## src/svm_pkg.sv

```systemverilog
// Purpose: shared constants and types for the supply monitor control block
// Assumes: 16-bit register reached over a plain strobe port
// Notes: all offsets and fields live here, and the control word reset values
package smc_pkg;
   // register map
   localparam logic [7:0] SMC_ADDR_CTRL = 8'h0C;
   localparam logic [7:0] SMC_ADDR_IRQ_STATUS = 8'h10;
   localparam logic [7:0] SMC_ADDR_IRQ_MASK = 8'h14;
   // control register layout
   localparam logic [15:0] SMC_CTRL_RESET = 16'h0700;
   localparam int SMC_BIT_EN = 0;
   localparam int SMC_BIT_RDY = 1;
   localparam int SMC_BIT_IE = 2;
   localparam int SMC_BIT_FLAG = 3;
   localparam int SMC_BIT_STOP = 4;
   localparam int SMC_TH_LO = 8;
   localparam int SMC_TH_HI = 11;
   localparam logic [3:0] SMC_TH_RESET = 4'h7;
   // event status bits: low supply, ready rise
   localparam int SMC_EV_LOW = 0;
   localparam int SMC_EV_RDY = 1;
   localparam int SMC_EV_W = 2;
   // ready settling time, ns, and its cycle count at 100 MHz
   localparam int SMC_CLK_NS = 10;
   localparam int SMC_SETTLE_NS = 1000;
   localparam int SMC_SETTLE_CYC = (SMC_SETTLE_NS + SMC_CLK_NS - 1) / SMC_CLK_NS;
   // register bus request
   typedef struct packed {
      logic [7:0] addr;
      logic [15:0] wdata;
      logic wr;
      logic rd;
   } smc_bus_req_t;
   // analog monitor controls
   typedef struct packed {
      logic on;
      logic [3:0] thresh;
   } smc_ana_t;
   typedef enum logic [2:0] {
      SMC_OFF = 3'h1,
      SMC_SETTLE = 3'h2,
      SMC_READY = 3'h4
   } smc_state_t;
endpackage

```

## src/svm_ctrl.sv

```systemverilog
// Purpose: control/status register and sequencing for a supply voltage monitor
// Assumes: comparator below-threshold input is asynchronous; stop request is synchronous
// Notes: a ready-settling delay is modelled with a counter parameter
// Notes: event status and mask words share the register port with the control word
// Notes on behaviour
// control register resets to 0700h always
// bit 0 switches monitoring on or off
// ready bit is hardware only, writes ignored
// ready clears when disabled or stopping unsupported
// interrupt enable gates low-supply interrupt request; here it gates o_cpu_irq only, o_irq takes the low event through the mask
// flag sets when supply under threshold
// writing 0 clears; re-sets while still low
// writing 1 sets flag, interrupts if enabled
// stop enable keeps monitor running in stop
// bits 11:8 pick 2.0V plus n*0.1V
// threshold defaults to code 07h, 2.7V
// threshold writes ignored while monitor enabled
// other bits freely readable and writable
// reserved bits zero; comparator input synchronised
//
// Chosen here: the strobed register port.
module smc_ctrl #(
   // cycles from switch-on until the comparator output can be trusted
   parameter int SETTLE_CYC = smc_pkg::SMC_SETTLE_CYC
) (
   // clock and reset
   input wire logic i_clk,
   input wire logic i_rstn,
   // register bus
   input wire smc_pkg::smc_bus_req_t i_bus,
   output logic [15:0] o_rdata,
   // system state and comparator
   input wire logic i_stop_mode,
   input wire logic i_below_thresh,
   // analog control and interrupts
   output smc_pkg::smc_ana_t o_ana,
   output logic o_cpu_irq,
   output logic o_irq
);
   // control fields, one flop per bit so each keeps its own write rule
   logic en_ff; // monitor enable
   logic rdy_ff; // monitor ready, hardware only
   logic ie_ff; // low-supply interrupt enable
   logic flag_ff; // sticky low-supply flag
   logic stop_en_ff; // keep monitoring through stop mode
   logic [3:0] th_ff; // threshold code n
   // comparator synchroniser
   logic below_meta_ff; // first stage, may go metastable
   logic below_ff; // second stage, the only one read by logic
   // sequencer
   smc_pkg::smc_state_t state_ff; // current sequencer state
   smc_pkg::smc_state_t nxt_state; // next sequencer state
   logic [15:0] cnt_ff; // settle cycles counted so far
   // event status and mask
   logic [smc_pkg::SMC_EV_W-1:0] ev_st_ff; // sticky event bits
   logic [smc_pkg::SMC_EV_W-1:0] ev_mask_ff; // event mask
   logic [smc_pkg::SMC_EV_W-1:0] ev_set; // events seen this cycle
   logic [smc_pkg::SMC_EV_W-1:0] ev_clr; // write-one-to-clear pattern
   // decoded accesses
   logic wr_ctrl; // write to the control word
   logic wr_st; // write to the event status word
   logic wr_mask; // write to the event mask word
   logic run; // monitor powered at this moment
   logic low_event; // trusted below-threshold level

   // one place for address decode of writes
   function automatic logic hit(input smc_pkg::smc_bus_req_t b, input logic [7:0] a);
      return b.wr && (b.addr == a);
   endfunction

   // write decode; a write to any other address is dropped
   assign wr_ctrl = hit(i_bus, smc_pkg::SMC_ADDR_CTRL);
   assign wr_st = hit(i_bus, smc_pkg::SMC_ADDR_IRQ_STATUS);
   assign wr_mask = hit(i_bus, smc_pkg::SMC_ADDR_IRQ_MASK);

   // monitor runs when enabled, and in stop only with stop enable
   // stop mode gating
   assign run = en_ff && (!i_stop_mode || stop_en_ff);

   // only a ready monitor gives a trustworthy comparator level; an unsettled
   // comparator can swing either way and would raise false low-supply flags
   assign low_event = run && rdy_ff && below_ff;

   // two-flop synchroniser for the comparator level
   // comparator sync
   always_ff @(posedge i_clk or negedge i_rstn) begin
      if (!i_rstn) begin
         below_meta_ff <= 1'b0;
         below_ff <= 1'b0;
      end else begin
         // first stage is read only by the second
         below_meta_ff <= i_below_thresh;
         below_ff <= below_meta_ff;
      end
   end

   // plain read/write control bits
   // reset value
   // unrestricted bits
   always_ff @(posedge i_clk or negedge i_rstn) begin
      if (!i_rstn) begin
         // reset takes the documented word, bit by bit
         en_ff <= smc_pkg::SMC_CTRL_RESET[smc_pkg::SMC_BIT_EN];
         ie_ff <= smc_pkg::SMC_CTRL_RESET[smc_pkg::SMC_BIT_IE];
         stop_en_ff <= smc_pkg::SMC_CTRL_RESET[smc_pkg::SMC_BIT_STOP];
      end else if (wr_ctrl) begin
         // enable bit
         en_ff <= i_bus.wdata[smc_pkg::SMC_BIT_EN];
         // interrupt enable
         ie_ff <= i_bus.wdata[smc_pkg::SMC_BIT_IE];
         // stop enable is plain storage; the gating happens in run
         stop_en_ff <= i_bus.wdata[smc_pkg::SMC_BIT_STOP];
      end
   end

   // threshold field, frozen while the monitor is enabled; the old enable
   // decides, so one write that switches on and sets a code keeps the code
   always_ff @(posedge i_clk or negedge i_rstn) begin
      if (!i_rstn) begin
         // default code
         th_ff <= smc_pkg::SMC_TH_RESET;
      end else if (wr_ctrl && !en_ff) begin
         // write only while off
         th_ff <= i_bus.wdata[smc_pkg::SMC_TH_HI:smc_pkg::SMC_TH_LO];
      end
   end

   // low-supply flag; hardware set wins over a software clear so that a
   // clear racing a fresh low level can never lose the event
   always_ff @(posedge i_clk or negedge i_rstn) begin
      if (!i_rstn) begin
         flag_ff <= 1'b0;
      end else if (low_event) begin
         // hardware set
         // re-set while still low
         flag_ff <= 1'b1;
      end else if (wr_ctrl) begin
         // software may set or clear
         flag_ff <= i_bus.wdata[smc_pkg::SMC_BIT_FLAG];
      end
   end

   // ready sequencer: settle after enable, drop when monitor stops
   always_comb begin
      // hold by default
      nxt_state = state_ff;
      case (state_ff)
         smc_pkg::SMC_OFF: begin
            // power-up starts the settle count
            if (run) begin
               nxt_state = smc_pkg::SMC_SETTLE;
            end
         end
         smc_pkg::SMC_SETTLE: begin
            // a drop during settling restarts from scratch
            if (!run) begin
               nxt_state = smc_pkg::SMC_OFF;
            end else if (cnt_ff >= 16'(SETTLE_CYC - 1)) begin
               nxt_state = smc_pkg::SMC_READY;
            end
         end
         smc_pkg::SMC_READY: begin
            // disable, or stop without stop enable, leaves ready
            if (!run) begin
               nxt_state = smc_pkg::SMC_OFF;
            end
         end
         default: begin
            // an illegal code recovers to off
            nxt_state = smc_pkg::SMC_OFF;
         end
      endcase
   end

   // state, settle counter and ready bit
   // ready is hardware driven only
   // ready cleared when off or stopped without stop enable
   always_ff @(posedge i_clk or negedge i_rstn) begin
      if (!i_rstn) begin
         state_ff <= smc_pkg::SMC_OFF;
         cnt_ff <= 16'h0000;
         rdy_ff <= 1'b0;
      end else begin
         state_ff <= nxt_state;
         // counter only runs while settling, so it cannot wrap in normal use
         cnt_ff <= (nxt_state == smc_pkg::SMC_SETTLE) ? cnt_ff + 16'h0001 : 16'h0000;
         // no bus path reaches this flop, so writes to bit 1 have no effect
         rdy_ff <= (nxt_state == smc_pkg::SMC_READY);
      end
   end

   // event sources: flag rise and ready rise
   assign ev_set[smc_pkg::SMC_EV_LOW] = low_event && !flag_ff;
   assign ev_set[smc_pkg::SMC_EV_RDY] = (nxt_state == smc_pkg::SMC_READY) && !rdy_ff;
   // write-one-to-clear pattern, zero unless the status word is written
   assign ev_clr = wr_st ? i_bus.wdata[smc_pkg::SMC_EV_W-1:0] : '0;

   // sticky status, write one to clear; a new event beats the clear
   always_ff @(posedge i_clk or negedge i_rstn) begin
      if (!i_rstn) begin
         ev_st_ff <= '0;
      end else begin
         ev_st_ff <= (ev_st_ff & ~ev_clr) | ev_set;
      end
   end

   // event mask, plain storage
   always_ff @(posedge i_clk or negedge i_rstn) begin
      if (!i_rstn) begin
         ev_mask_ff <= '0;
      end else if (wr_mask) begin
         ev_mask_ff <= i_bus.wdata[smc_pkg::SMC_EV_W-1:0];
      end
   end

   // read mux, answer in the next cycle; unmapped reads give zero
   // reserved bits read zero
   always_ff @(posedge i_clk or negedge i_rstn) begin
      if (!i_rstn) begin
         o_rdata <= 16'h0000;
      end else if (i_bus.rd) begin
         case (i_bus.addr)
            smc_pkg::SMC_ADDR_CTRL: begin
               // reserved bits 15:12 and 7:5 are tied low
               o_rdata <= {4'h0, th_ff, 3'h0, stop_en_ff, flag_ff, ie_ff, rdy_ff, en_ff};
            end
            smc_pkg::SMC_ADDR_IRQ_STATUS: begin
               o_rdata <= {14'h0000, ev_st_ff};
            end
            smc_pkg::SMC_ADDR_IRQ_MASK: begin
               o_rdata <= {14'h0000, ev_mask_ff};
            end
            default: begin
               // unmapped address
               o_rdata <= 16'h0000;
            end
         endcase
      end else begin
         // data stands for one cycle only, then returns to zero
         o_rdata <= 16'h0000;
      end
   end

   // registered outputs; threshold code n means 2.0V + n*0.1V
   // threshold to analog
   always_ff @(posedge i_clk or negedge i_rstn) begin
      if (!i_rstn) begin
         o_ana <= '0;
         o_cpu_irq <= 1'b0;
         o_irq <= 1'b0;
      end else begin
         // analog side sees power and code one cycle after the flops
         o_ana.on <= run;
         o_ana.thresh <= th_ff;
         // request only with the enable set
         o_cpu_irq <= flag_ff && ie_ff;
         // any unmasked sticky event keeps the level high
         o_irq <= |(ev_st_ff & ev_mask_ff);
      end
   end

   // checks on the control logic; all run on the system clock and are
   // silenced while reset is held, since every flop is forced then

   // cpu request follows
   a_flag_irq: assert property (@(posedge i_clk) disable iff (!i_rstn)
      (flag_ff && ie_ff) |=> o_cpu_irq)
      else $error("cpu request missing");

   // no request disabled
   a_no_irq_dis: assert property (@(posedge i_clk) disable iff (!i_rstn)
      !ie_ff |=> !o_cpu_irq)
      else $error("cpu request while disabled");

   // ready drops off
   a_rdy_clear: assert property (@(posedge i_clk) disable iff (!i_rstn)
      !run |=> !rdy_ff)
      else $error("ready held while off");

   // threshold frozen on
   a_th_locked: assert property (@(posedge i_clk) disable iff (!i_rstn)
      en_ff |=> $stable(th_ff))
      else $error("threshold changed while on");

   // threshold write lands
   a_th_write: assert property (@(posedge i_clk) disable iff (!i_rstn)
      (wr_ctrl && !en_ff) |=> th_ff == $past(i_bus.wdata[smc_pkg::SMC_TH_HI:smc_pkg::SMC_TH_LO]))
      else $error("threshold not written");

   // hardware flag set
   a_flag_set: assert property (@(posedge i_clk) disable iff (!i_rstn)
      low_event |=> flag_ff)
      else $error("flag not set");

   // software flag set
   a_flag_sw: assert property (@(posedge i_clk) disable iff (!i_rstn)
      (wr_ctrl && i_bus.wdata[smc_pkg::SMC_BIT_FLAG]) |=> flag_ff)
      else $error("flag not set by write");

   // software flag clear
   a_flag_clr: assert property (@(posedge i_clk) disable iff (!i_rstn)
      (wr_ctrl && !i_bus.wdata[smc_pkg::SMC_BIT_FLAG] && !low_event) |=> !flag_ff)
      else $error("flag not cleared by write");

   // low event sticks
   a_ev_sticky: assert property (@(posedge i_clk) disable iff (!i_rstn)
      ev_set[smc_pkg::SMC_EV_LOW] |=> ev_st_ff[smc_pkg::SMC_EV_LOW])
      else $error("low event not recorded");

   // event line follows
   a_irq_level: assert property (@(posedge i_clk) disable iff (!i_rstn)
      (|(ev_st_ff & ev_mask_ff)) |=> o_irq)
      else $error("event interrupt missing");

   // ready after settling
   a_rdy_settle: assert property (@(posedge i_clk) disable iff (!i_rstn)
      $rose(rdy_ff) |-> $past(run, 1) && $past(run, 2))
      else $error("ready rose without settling");

   // enable write lands
   a_en_write: assert property (@(posedge i_clk) disable iff (!i_rstn)
      wr_ctrl |=> en_ff == $past(i_bus.wdata[smc_pkg::SMC_BIT_EN]))
      else $error("enable not written");

   // power follows run
   a_on_follow: assert property (@(posedge i_clk) disable iff (!i_rstn)
      1'b1 |=> o_ana.on == $past(run))
      else $error("analog power not following run");

   // reserved reads zero
   a_resv_zero: assert property (@(posedge i_clk) disable iff (!i_rstn)
      o_rdata[15:12] == 4'h0 && o_rdata[7:5] == 3'h0 || $past(i_bus.addr) != smc_pkg::SMC_ADDR_CTRL)
      else $error("reserved bits nonzero");
endmodule

```

## config.mk

```make
export PLATFORM = sky130hd
export DESIGN_NAME = smc_ctrl
export DESIGN_NICKNAME = d
export VERILOG_FILES = /design/src/svm_pkg.sv /design/src/svm_ctrl.sv
export SDC_FILE = /design/constraint.sdc
export NUM_CORES = 1
export LEC_CHECK = 0
export BUFFER_PORTS_ARGS = -buffer_cell sky130_fd_sc_hd__buf_2
export CAP_MARGIN = 20
export CORE_UTILIZATION = 30
export DETAILED_ROUTE_END_ITERATION = 8
export SLEW_MARGIN = 20
export SYNTH_ARGS = -nofsm -noshare
export SYNTH_HDL_FRONTEND = slang
export SYNTH_SLANG_ARGS = --single-unit
```

## constraint.sdc

```tcl
create_clock -name i_clk -period 1.6 [get_ports i_clk]
set_clock_uncertainty 0.05 [all_clocks]
set_input_delay 0.24 -clock i_clk [delete_from_list [all_inputs] [get_ports i_clk]]
set_output_delay 0.24 -clock i_clk [all_outputs]
set_load 0.005 [all_outputs]
```

# == Word level (Yosys, flattened, before mapping) ==
# Index checks and enable logic that the tools add are counted.
# word_totals
regBits,57
in_bits,30
out_inout_bits,23
word_cells,59
# classes
addsub,1
n_lt_le_gt_ge,1
n_eq_ne,8
n_mux,11
bitwise_logic,4
reduce_logical,17
# ops
cell,n
$pmux 12 s3,1
$mux 16,2
$add 16x1->16 const B,1
$eq 8x5->1 const B,2
$ge 16x7->1 const B,1
$mux 3,4
$logic_and 1x1->1,10
$pmux 3 s3,1
$eq 8x4->1 const B,1
$eq 3x2->1 const B,2
$eq 3x3->1 const B,2
$and 2x2->2,2
$logic_not 1->1,4
$eq 3x1->1 const B,1
$mux 1,2
$mux 2,1
$not 2->2,1
$or 2x2->2,1
$reduce_bool 2->1,1
$reduce_or 2->1,1
$logic_or 1x1->1,1

# == Longest topological paths before layout ==
# Gate-level depths: netlist of run 1.
# logic_depth
ltp_word,8
depth_mapped,6
ltp_nobuf,5

# == Worst setup path before layout of run 1 ==
# No wires, ideal clock.
# synth_timing
path_type,reg-to-reg
start,register cnt_ff[0]
end,register ev_st_ff[1] in the netlist's numbering
setup_time_ps,121
t_arrival_ps,1536
t_required_ps,1429
path_slack_ps,-107
stages_incl_launch_ff,6
n_path_buf,0
period_less_slack_ps,1707
path_cell_list,dfrtp_1 > ha_1 > nor4_1 > o2111ai_1 > a22o_2 > a22o_1
# synth_via
elab_chain_len,7
# synth_rtl
item,line,rtl
start: declaration,svm_ctrl.sv:53,logic [15:0] cnt_ff;
start signal: assignment,svm_ctrl.sv:186,cnt_ff <= (nxt_state == smc_pkg::SMC_SETTLE) ? cnt_ff + 16'h0001 : 16'h0000;
$ge 16x7->1,svm_ctrl.sv:158,end else if (cnt_ff >= 16'(SETTLE_CYC - 1)) begin
$mux 3,svm_ctrl.sv:158,
$mux 3,svm_ctrl.sv:156,if (!run) begin
$pmux 3 s3,svm_ctrl.sv:147,case (state_ff)
via nxt_state[2],svm_ctrl.sv:52,smc_pkg::smc_state_t nxt_state;
$eq 3x3->1,svm_ctrl.sv:194,assign ev_set[smc_pkg::SMC_EV_RDY] = (nxt_state == smc_pkg::SMC_READY) && !rdy_ff;
$logic_and 1x1->1,svm_ctrl.sv:194,
$or 2x2->2,svm_ctrl.sv:203,ev_st_ff <= (ev_st_ff & ~ev_clr) | ev_set;
end signal: assignment,svm_ctrl.sv:203,
end: declaration,svm_ctrl.sv:55,logic [smc_pkg::SMC_EV_W-1:0] ev_st_ff;
# The timed path passes the listed nets, and every way through them passes these cells.
# A chain may end at the register's enable or synchronous reset.

# == Final worst setup path of run 1 ==
# Ends and elaborated chain as after synthesis.

==> results of run 1 <==
==> per-stage QoR <==
step,instances,hold WS (ns),TNS (ns)
floorplan,189,-0.106,0
global placement,339,0.197,-1.32
detailed placement,339,0.207,-1.97
CTS,350,0.111,-0.0606
global route,352,0.108,-0.139
finish,352,0.114,-0.0173
==> cells by family after synthesis <==
kind of cell,after synthesis
flip-flops,50
adder cells (fa/ha/maj),1
buffers and inverters,13
XOR/XNOR,14
multiplexers,10
AND/OR/NAND/NOR,78
other,1
AO/OA/AOI/OAI,16
==> per-layer routing <==
| layer | wire length [um] | GRT usage |
|---|---|---|
| met5 | 0 | 0 |
| met4 | 45 | 0.0402 |
| met2 | 2110 | 0.210 |
| met3 | 184 | 0.0322 |
| met1 | 1810 | 0.137 |
==> cells in the final DEF (no fill, tap or decap), types with 5 or more instances in the layout <==
master,n
sky130_fd_sc_hd__dfrtp_1,46
sky130_fd_sc_hd__buf_2,38
sky130_fd_sc_hd__buf_4,26
sky130_fd_sc_hd__nor2_1,22
sky130_fd_sc_hd__and2_1,10
sky130_fd_sc_hd__nand3_1,9
sky130_fd_sc_hd__mux2_2,9
sky130_fd_sc_hd__xnor2_1,8
sky130_fd_sc_hd__nor2b_1,7
sky130_fd_sc_hd__conb_1,7
sky130_fd_sc_hd__nand2_1,6
sky130_fd_sc_hd__xor2_1,6
sky130_fd_sc_hd__nand4_1,5
sky130_fd_sc_hd__clkbuf_8,5
==> registers in the layout, summed over array words and instances, names as in the netlist <==
name / cells
below_ff: 1
rdy_ff: 1
ev_st_ff: 2
o_irq: 1
ev_mask_ff: 2
o_cpu_irq: 1
cnt_ff: 16
o_ana: 5
stop_en_ff: 1
th_ff: 4
o_rdata: 9
flag_ff: 1
en_ff: 1
ie_ff: 1
state_ff: 3
below_meta_ff: 1
==> worst max path at each step <==
stage                                    from               endpoint  slack, ns  cells past startpoint
after floorplan           cnt_ff[0]$_DFF_PN0_  ev_st_ff[1]$_DFF_PN0_      0.004                      5
after global placement              i_bus[19]   th_ff[3]$_DFFE_PN0P_      -0.08                      5
after detailed placement  cnt_ff[0]$_DFF_PN0_   cnt_ff[11]$_DFF_PN0_      -0.12                      5
after CTS                 cnt_ff[0]$_DFF_PN0_  ev_st_ff[1]$_DFF_PN0_      -0.06                      5
after global routing      cnt_ff[0]$_DFF_PN0_  ev_st_ff[1]$_DFF_PN0_      -0.08                      5
final                     cnt_ff[0]$_DFF_PN0_  ev_st_ff[1]$_DFF_PN0_      -0.02                      5
==> final cells by class <==
type / instances / area, um^2
clock buffers: 5 / 68.8
repair buffers: 70 / 468
flip-flops and latches: 50 / 1260
well taps: 96 / 120
clock inverters: 3 / 47.5
multi-input cells: 126 / 916
fillers: 682 / 4020
inverters: 2 / 7.51
==> what timing repair did <==
action	in CTS	in global routing
gates resized for setup	5	5
hold endpoints to repair	47	0
pin swaps	2	4
setup buffers	1	2
hold buffers	2	0
endpoints found under the setup margin	18	4
==> power by group through the flow <==
stage,Combinational [mW],Sequential [mW],Clock [mW]
finish,0.121,1.30,0.900
global route,0.139,1.30,0.985
CTS,0.124,1.30,0.935
detailed placement,0.117,1.33,0
global placement,0.116,1.32,0
floorplan,0.0492,1.32,0
==> impl_metrics.ini, run 1 <==
[status]
status = finished, violations left
violations = setup timing

[setup_path]
cpLargestDelayFamily = compound AO/OA/AOI/OAI gates
reg2reg_to = ev_st_ff[1]$_DFF_PN0_
timing_worst_setup_path_type = flip-flop to flip-flop
cp_max_fo = 2
ff2ff_setup_slack_ns = -0.02
setup.worst_path.start_class = flip-flop
ff_to_ff_start = cnt_ff[0]$_DFF_PN0_
crit_slowest_cell = sky130_fd_sc_hd__dfrtp_1
crit_buf_inv = 0
crit_required_ns = 1.75
rr_worst_depth = 5
arrival_ns = 1.77
path_cells = ha_4, nor4_4, o2111ai_2, a22o_2, a22o_1
critical_path_endpoint_category = flip-flop
timing.critical_path.slowest_cell_delay_ns = 0.42

[logic_synthesis]
post_synth.cell_area_avg_um2 = 11.9
synth-adder-area-share = 0.00575
seq_area_frac_synth = 0.577
synth_most_common_cell = sky130_fd_sc_hd__dfrtp_1
yosys_warnings = 0
synth.mux.area_fraction = 0.0511
ys_seq_elements = 50
synth.area.top_cells = sky130_fd_sc_hd__dfrtp_1 53%, sky130_fd_sc_hd__dfstp_2 4.8%, sky130_fd_sc_hd__mux2_2 4.7%
synth_top_cell_area_share = 0.529
post_synth_num_cell_types = 41
synth-async-reset-ratio = 1.00
yosys.area_share.xor_xnor = 0.0563
edff_count_synth = 0
netlist_top_cells_count = 46 x sky130_fd_sc_hd__dfrtp_1, 22 x sky130_fd_sc_hd__nor2_1, 10 x sky130_fd_sc_hd__and2_1, 10 x sky130_fd_sc_hd__nand3_1, 9 x sky130_fd_sc_hd__mux2_2
synth_compound_gate_area_share = 0.0661
netlist_instances = 183
post_synth_instance_area_um2 = 2180
prevailing_post_synth_register_cell = sky130_fd_sc_hd__dfrtp_1
fraction_of_the_mapped_netlist_area_in_simple_logic_gates = 0.197
synth_top_family_by_area = simple AND/OR/NAND/NOR gates
synth_largest_area_cell = sky130_fd_sc_hd__dfrtp_1

[worst_hold_path]
min_delay_worst_endpoint = th_ff[2]$_DFFE_PN1P_
classification_of_the_worst_slack_hold_path = input pin to flip-flop
hold_start = i_bus[12]
worst_hold_path_cells = 2

[global_routing]
grt_max_degree = 51
global_route.overflow_total = 0
groute.usage.overall = 0.118
grt_pass1_vias = 1568
grt_antenna_before_repair = 0
grt_pass1_wl_mm = 6.88

[detailed_routing]
vias_per_cell = 4.39
detailedRoute.firstIterationViolations = 42
drt_pre_antenna_iters = 3
vias = 1547
drcViolationCount = 0
drt_wl_total_mm = 4.15
wl_per_cell_um = 11.8
ant_nets = 0

[placement]
postPlaceCellArea_um2 = 2660
buffer_ports.inserted = 38
place_worst_setup_slack_ns = -0.115
routabilityCongestion = 0.779
dpl.hpwl_mm = 2.92

[power]
power.internal_mw = 1.82
sw_frac_of_total = 0.216
max_ir_drop_vdd_uv = 327
relative_contribution_of_the_clock_network_to_total_power = 0.388
sequentialPowerShare = 0.560
cellPowerDensity_nw_per_um2 = 805
netSwitchingPower_uw = 502
totalPowerFinal_mw = 2.32
combPwrFrac = 0.052
power.leakage_nw = 1.37

[timing]
slew_violations = 0
fin_ws_ns = -0.0173
max_freq_mhz = 618
rsz0062_at_grt = yes
period_share = 1.01
layout_min_cycle_time_ns = 1.62
finalHoldViolCount = 0
setup_violations = 1

[floorplanning]
floorplan.initialDensity = 0.315
die_area_um2 = 7600
design.portCount = 53
core_area_um2 = 6910
floorplan.rows = 30
die-height_um = 87.2
floorplan.die.width_um = 87.2

[job]
cap_viol_max_count = 0

[finish]
post-route-util = 0.418
final_cell_area_um2 = 2880
antennaDiodeCount = 0
flow.area_growth_from_synthesis_pct = 32.5
nets = 286
layout_cell_share_with_drive_strength_beyond_1 = 0.414

[cts]
tritoncts = yes
ctsLongestPathBuffers = 2
numCtsBuffers = 5
cts_sinks = 50
clock_latency_ns = 0.30
cts.reportedPaths.clkPinSlew_ns = 0.09
htreeDepth = 2
clockRootBuffer = sky130_fd_sc_hd__clkbuf_8
No activity file was read; power rests on OpenSTA's default activity.
==> run 2: changes to the inputs <==
HOLD_SLACK_MARGIN = 0.03   (was not set)
MAX_ROUTING_LAYER = met4   (was not set)
==> run 2 against run 1 <==
  * The flow still finishes with violations (setup timing)
  * Non-clock buffer count stayed put
  * Register-to-register slack hardly changed
  * Critical path depth stayed put
  * Critical path type unchanged
  * Critical endpoint unchanged
  * Highest routed layer unchanged
==> impl_metrics.ini, run 2 (synthesized netlist as in run 1, its figures left out) <==
[status]
status = finished, violations left
violations = setup timing

[global_routing]
grt_pass1_vias = 1567
grt_antenna_before_repair = 0
grt_max_degree = 51
grt_pass1_wl_mm = 6.89
global_route.overflow_total = 0
groute.usage.overall = 0.121

[timing]
finalHoldViolCount = 0
rsz0062_at_grt = yes
max_freq_mhz = 618
layout_min_cycle_time_ns = 1.62
fin_ws_ns = -0.0172
period_share = 1.01
slew_violations = 0
hold_ws_ns = 0.114
setup_violations = 1

[finish]
flow.area_growth_from_synthesis_pct = 32.5
nets = 286
largest_register_ff_count = 16
regMostFlops = cnt_ff
layout_cell_share_with_drive_strength_beyond_1 = 0.414
mostFrequentLayoutCells = 46 x sky130_fd_sc_hd__dfrtp_1, 38 x sky130_fd_sc_hd__buf_2, 26 x sky130_fd_sc_hd__buf_4, 22 x sky130_fd_sc_hd__nor2_1, 10 x sky130_fd_sc_hd__and2_1
antennaDiodeCount = 0
largestRegisters = cnt_ff (16), o_rdata (9), o_ana (5)
most_common_cell_after_layout_fill_and_taps_aside = sky130_fd_sc_hd__dfrtp_1

[placement]
buffer_ports.inserted = 38
place_worst_setup_slack_ns = -0.115
dpl.hpwl_mm = 2.92
routabilityCongestion = 0.789

[detailed_routing]
vias_per_cell = 4.38
drt_pre_antenna_iters = 3
ant_nets = 0
drcViolationCount = 0
drt_wl_total_mm = 4.15
wl_per_cell_um = 11.8
detailedRoute.firstIterationViolations = 43
vias = 1543

[setup_path]
setup.worst_path.start_class = flip-flop
cp_max_fo = 2
crit_slowest_cell = sky130_fd_sc_hd__dfrtp_1
cpLargestDelayFamily = compound AO/OA/AOI/OAI gates
critical_path_endpoint_category = flip-flop
timing.critical_path.slowest_cell_delay_ns = 0.42
crit_buf_inv = 0
arrival_ns = 1.77
path_cells = ha_4, nor4_4, o2111ai_2, a22o_2, a22o_1
crit_required_ns = 1.75
timing_worst_setup_path_type = flip-flop to flip-flop

[cts]
cts.reportedPaths.clkPinSlew_ns = 0.09
clockRootBuffer = sky130_fd_sc_hd__clkbuf_8
ctsLongestPathBuffers = 2
clock_latency_ns = 0.30
tritoncts = yes
numCtsBuffers = 5
cts_sinks = 50
htreeDepth = 2

[power]
max_ir_drop_vdd_uv = 327
sw_frac_of_total = 0.216
cellPowerDensity_nw_per_um2 = 805
sequentialPowerShare = 0.560
power.internal_mw = 1.82
power.leakage_nw = 1.37
netSwitchingPower_uw = 502
relative_contribution_of_the_clock_network_to_total_power = 0.388
combPwrFrac = 0.052

[floorplanning]
die-height_um = 87.2
core_area_um2 = 6910
design.portCount = 53
floorplan.rows = 30
floorplan.die.width_um = 87.2
floorplan.initialDensity = 0.315
die_area_um2 = 7600

[job]
cap_viol_max_count = 0

[worst_hold_path]
classification_of_the_worst_slack_hold_path = input pin to flip-flop
[run 2: layout make-up]
class	count	area, um^2
clock buffer	5	68.8
clock inverter	3	47.5
fill	682	4020
inverter	2	7.51
multi-input combinational	126	916
sequential	50	1260
tap	96	120
timing repair buffer	70	468
[run 2: stage by stage]
stage	power (mW)	instance area (um^2)	TNS [ns]	util	cells
after floorplan	1.37	2220	0	-	189
after global placement	1.44	2660	-1.32	0.384	339
after detailed placement	1.44	2660	-1.97	0.384	339
after CTS	2.36	2840	-0.0606	0.411	350
after global routing	2.43	2880	-0.139	0.418	352
final	2.32	2880	-0.0172	0.418	352
[run 2: what timing repair did]
item	in CTS	in global routing
hold buffers	2	0
setup buffers	1	2
setup endpoints to repair	18	4
pin swaps	2	4
gates resized for setup	5	5
endpoints found under the hold margin	47	0
[run 2: path summary, 6_finish.rpt]
path,startpoint,endpoint,slack (ns),cells after the start
worst max register to register,cnt_ff[0]$_DFF_PN0_,ev_st_ff[1]$_DFF_PN0_,-0.02,5
worst min-delay path,i_bus[12],th_ff[2]$_DFFE_PN1P_,0.11,2
worst max-delay path,cnt_ff[0]$_DFF_PN0_,ev_st_ff[1]$_DFF_PN0_,-0.02,5
worst min register to register,below_meta_ff$_DFF_PN0_,below_ff$_DFF_PN0_,0.31,0
max in group asynchronous,i_rstn,state_ff[0]$_DFF_PN1_,0.83,3
min in group asynchronous,i_rstn,o_irq$_DFF_PN0_,0.40,3
[run 2: per-layer routing]
layer	global-route usage	wire length [um]	vias to the layer above
met5	-	0	-
met4	0.0402	47	0
li1	-	-	771
met3	0.0322	185	5
met2	0.210	2110	34
met1	0.137	1810	733
[run 2: power groups by stage]
stage | Combinational [mW] | Clock [mW] | Sequential (mW)
floorplan | 0.0492 | 0 | 1.32
global placement | 0.116 | 0 | 1.32
detailed placement | 0.117 | 0 | 1.33
CTS | 0.124 | 0.935 | 1.30
global route | 0.139 | 0.985 | 1.30
finish | 0.121 | 0.900 | 1.30
==> run 3: changes to the inputs <==
BUFFER_PORTS_ARGS = not set   (was -buffer_cell sky130_fd_sc_hd__buf_2)
DONT_BUFFER_PORTS = 1   (was not set)
==> run 3 against run 2 <==
  * The flow now finishes without violations
  * Sequential power about the same
  * First-iteration DRC count rose by 4.7%
  * Core utilization shrank 1.8 points
  * Critical path depth unchanged
  * Sequential share of layout area is 1.9 points higher
==> impl_metrics.ini, run 3 (synthesized netlist as in run 1, its figures left out) <==
[placement]
postPlaceCellArea_um2 = 2430
buffer_ports.inserted = 0
dp_cells = 296
routabilityCongestion = 0.746
dpl.hpwl_mm = 2.71

[setup_path]
arrival_ns = 1.74
timing.critical_path.slowest_cell_delay_ns = 0.39
setup.worst_path.start_class = flip-flop
critical_path_endpoint_category = flip-flop
crit_required_ns = 1.74
crit_buf_inv = 0
timing_worst_setup_path_type = flip-flop to flip-flop
path_cells = ha_2, nor4_4, o2111ai_2, a22o_2, a22o_1
ff_to_ff_start = cnt_ff[0]$_DFF_PN0_
cp_max_fo = 2
ff2ff_setup_slack_ns = 0.0001
cpLargestDelayFamily = compound AO/OA/AOI/OAI gates
reg2reg_to = ev_st_ff[1]$_DFF_PN0_
crit_slowest_cell = sky130_fd_sc_hd__dfrtp_1
rr_worst_depth = 5

[cts]
cts.reportedPaths.clkPinSlew_ns = 0.09
htreeDepth = 2
tritoncts = yes
cts_sinks = 50
clock_latency_ns = 0.30
clockRootBuffer = sky130_fd_sc_hd__clkbuf_8
ctsLongestPathBuffers = 2
numCtsBuffers = 5

[global_routing]
grt_pass1_vias = 1428
grt_max_degree = 51
grt_pass1_wl_mm = 6.38
grt_antenna_before_repair = 0
global_route.overflow_total = 0
groute.usage.overall = 0.113

[timing]
period_share = 1.00
max_freq_mhz = 625
layout_min_cycle_time_ns = 1.60
slew_violations = 0
rsz0062_at_grt = yes
finalHoldViolCount = 0
setup_violations = 0

[finish]
flow.area_growth_from_synthesis_pct = 26.9
num-fill-cells = 694
largest_register_ff_count = 16
antennaDiodeCount = 0
nets = 255
final_cell_area_um2 = 2760
layout_cell_share_with_drive_strength_beyond_1 = 0.320
layout.cells.non_filler = 321
mostFrequentLayoutCells = 46 x sky130_fd_sc_hd__dfrtp_1, 24 x sky130_fd_sc_hd__buf_4, 19 x sky130_fd_sc_hd__nor2_1, 10 x sky130_fd_sc_hd__and2_1, 10 x sky130_fd_sc_hd__dlygate4sd3_1
largestRegisters = cnt_ff (16), o_rdata (9), o_ana (5)
regMostFlops = cnt_ff
most_common_cell_after_layout_fill_and_taps_aside = sky130_fd_sc_hd__dfrtp_1

[floorplanning]
core_area_um2 = 6910
design.portCount = 53
floorplan.initialDensity = 0.315
floorplan.die.width_um = 87.2
die_area_um2 = 7600
die-height_um = 87.2
floorplan.rows = 30

[detailed_routing]
vias = 1472
wl_per_cell_um = 12.5
drt_wl_total_mm = 4.02
drcViolationCount = 0
vias_per_cell = 4.59
ant_nets = 0
drt_pre_antenna_iters = 2
detailedRoute.firstIterationViolations = 45

[power]
power.leakage_nw = 1.21
max_ir_drop_vdd_uv = 290
cellPowerDensity_nw_per_um2 = 766

[status]
status = finished, final reports clean

[worst_hold_path]
hold_start = i_bus[10]
min_delay_worst_endpoint = th_ff[0]$_DFFE_PN1P_
worst_hold_path_cells = 1
classification_of_the_worst_slack_hold_path = input pin to flip-flop

[job]
cap_viol_max_count = 0
-- run 3: stage by stage --
| stage | utilization | power (mW) | TNS, ns | hold WS (ns) | setup slack, ns |
|---|---|---|---|---|---|
| final | 0.400 | 2.12 | 0 | 0.0439 | 0.000136 |
| after global routing | 0.400 | 2.23 | -0.118 | 0.0303 | -0.0479 |
| after CTS | 0.379 | 2.14 | -0.0359 | 0.0325 | -0.0359 |
| after detailed placement | 0.351 | 1.38 | -0.0803 | -0.105 | -0.0803 |
| after global placement | 0.351 | 1.37 | -0.0523 | -0.105 | -0.0523 |
| after floorplan | - | 1.37 | 0 | -0.106 | 0.00362 |
-- run 3: worst max path at each step --
stage / start / end / slack (ns) / depth (start not counted)
6_report: cnt_ff[0]$_DFF_PN0_ / ev_st_ff[1]$_DFF_PN0_ / 0.0001 / 5
5_1_grt: cnt_ff[0]$_DFF_PN0_ / ev_st_ff[1]$_DFF_PN0_ / -0.05 / 5
4_1_cts: cnt_ff[0]$_DFF_PN0_ / ev_st_ff[1]$_DFF_PN0_ / -0.04 / 5
3_5_place_dp: cnt_ff[0]$_DFF_PN0_ / ev_st_ff[1]$_DFF_PN0_ / -0.08 / 5
3_3_place_gp: cnt_ff[0]$_DFF_PN0_ / ev_st_ff[1]$_DFF_PN0_ / -0.05 / 5
2_1_floorplan: cnt_ff[0]$_DFF_PN0_ / ev_st_ff[1]$_DFF_PN0_ / 0.004 / 5
-- run 3: layer usage --
metal	vias up	track usage	wire, um	share of wire
li1	707	-	-	-
met1	727	0.129	1780	0.44
met2	34	0.184	2010	0.50
met3	4	0.0379	194	0.048
met4	0	0.0402	40	0.010
met5	-	-	0	0
-- run 3: final cells by class --
class                   instances  area (um^2)  share of cell area
multi-input cells             126          930               0.337
flip-flops and latches         50         1260               0.455
inverters                       2         7.51             0.00272
clock buffers                   6         72.6              0.0263
well taps                      96          120              0.0435
repair buffers                 39          362               0.131
clock inverters                 2         15.0             0.00543
-- run 3: repair_timing --
item,in CTS,in global routing
hold endpoints to repair,55,5
setup endpoints to repair,4,13
gates resized for setup,4,12
hold buffers,6,5
setup buffers,0,6
pin swaps,1,3
-- run 3: report_power, final --
part	internal, mW	leakage, nW	total, mW	switching, mW
clock	0.308	0.0374	0.713	0.404
sequential	1.29	0.678	1.30	0.0136
combinational	0.0484	0.491	0.101	0.0528
total	1.64	1.21	2.12	0.471
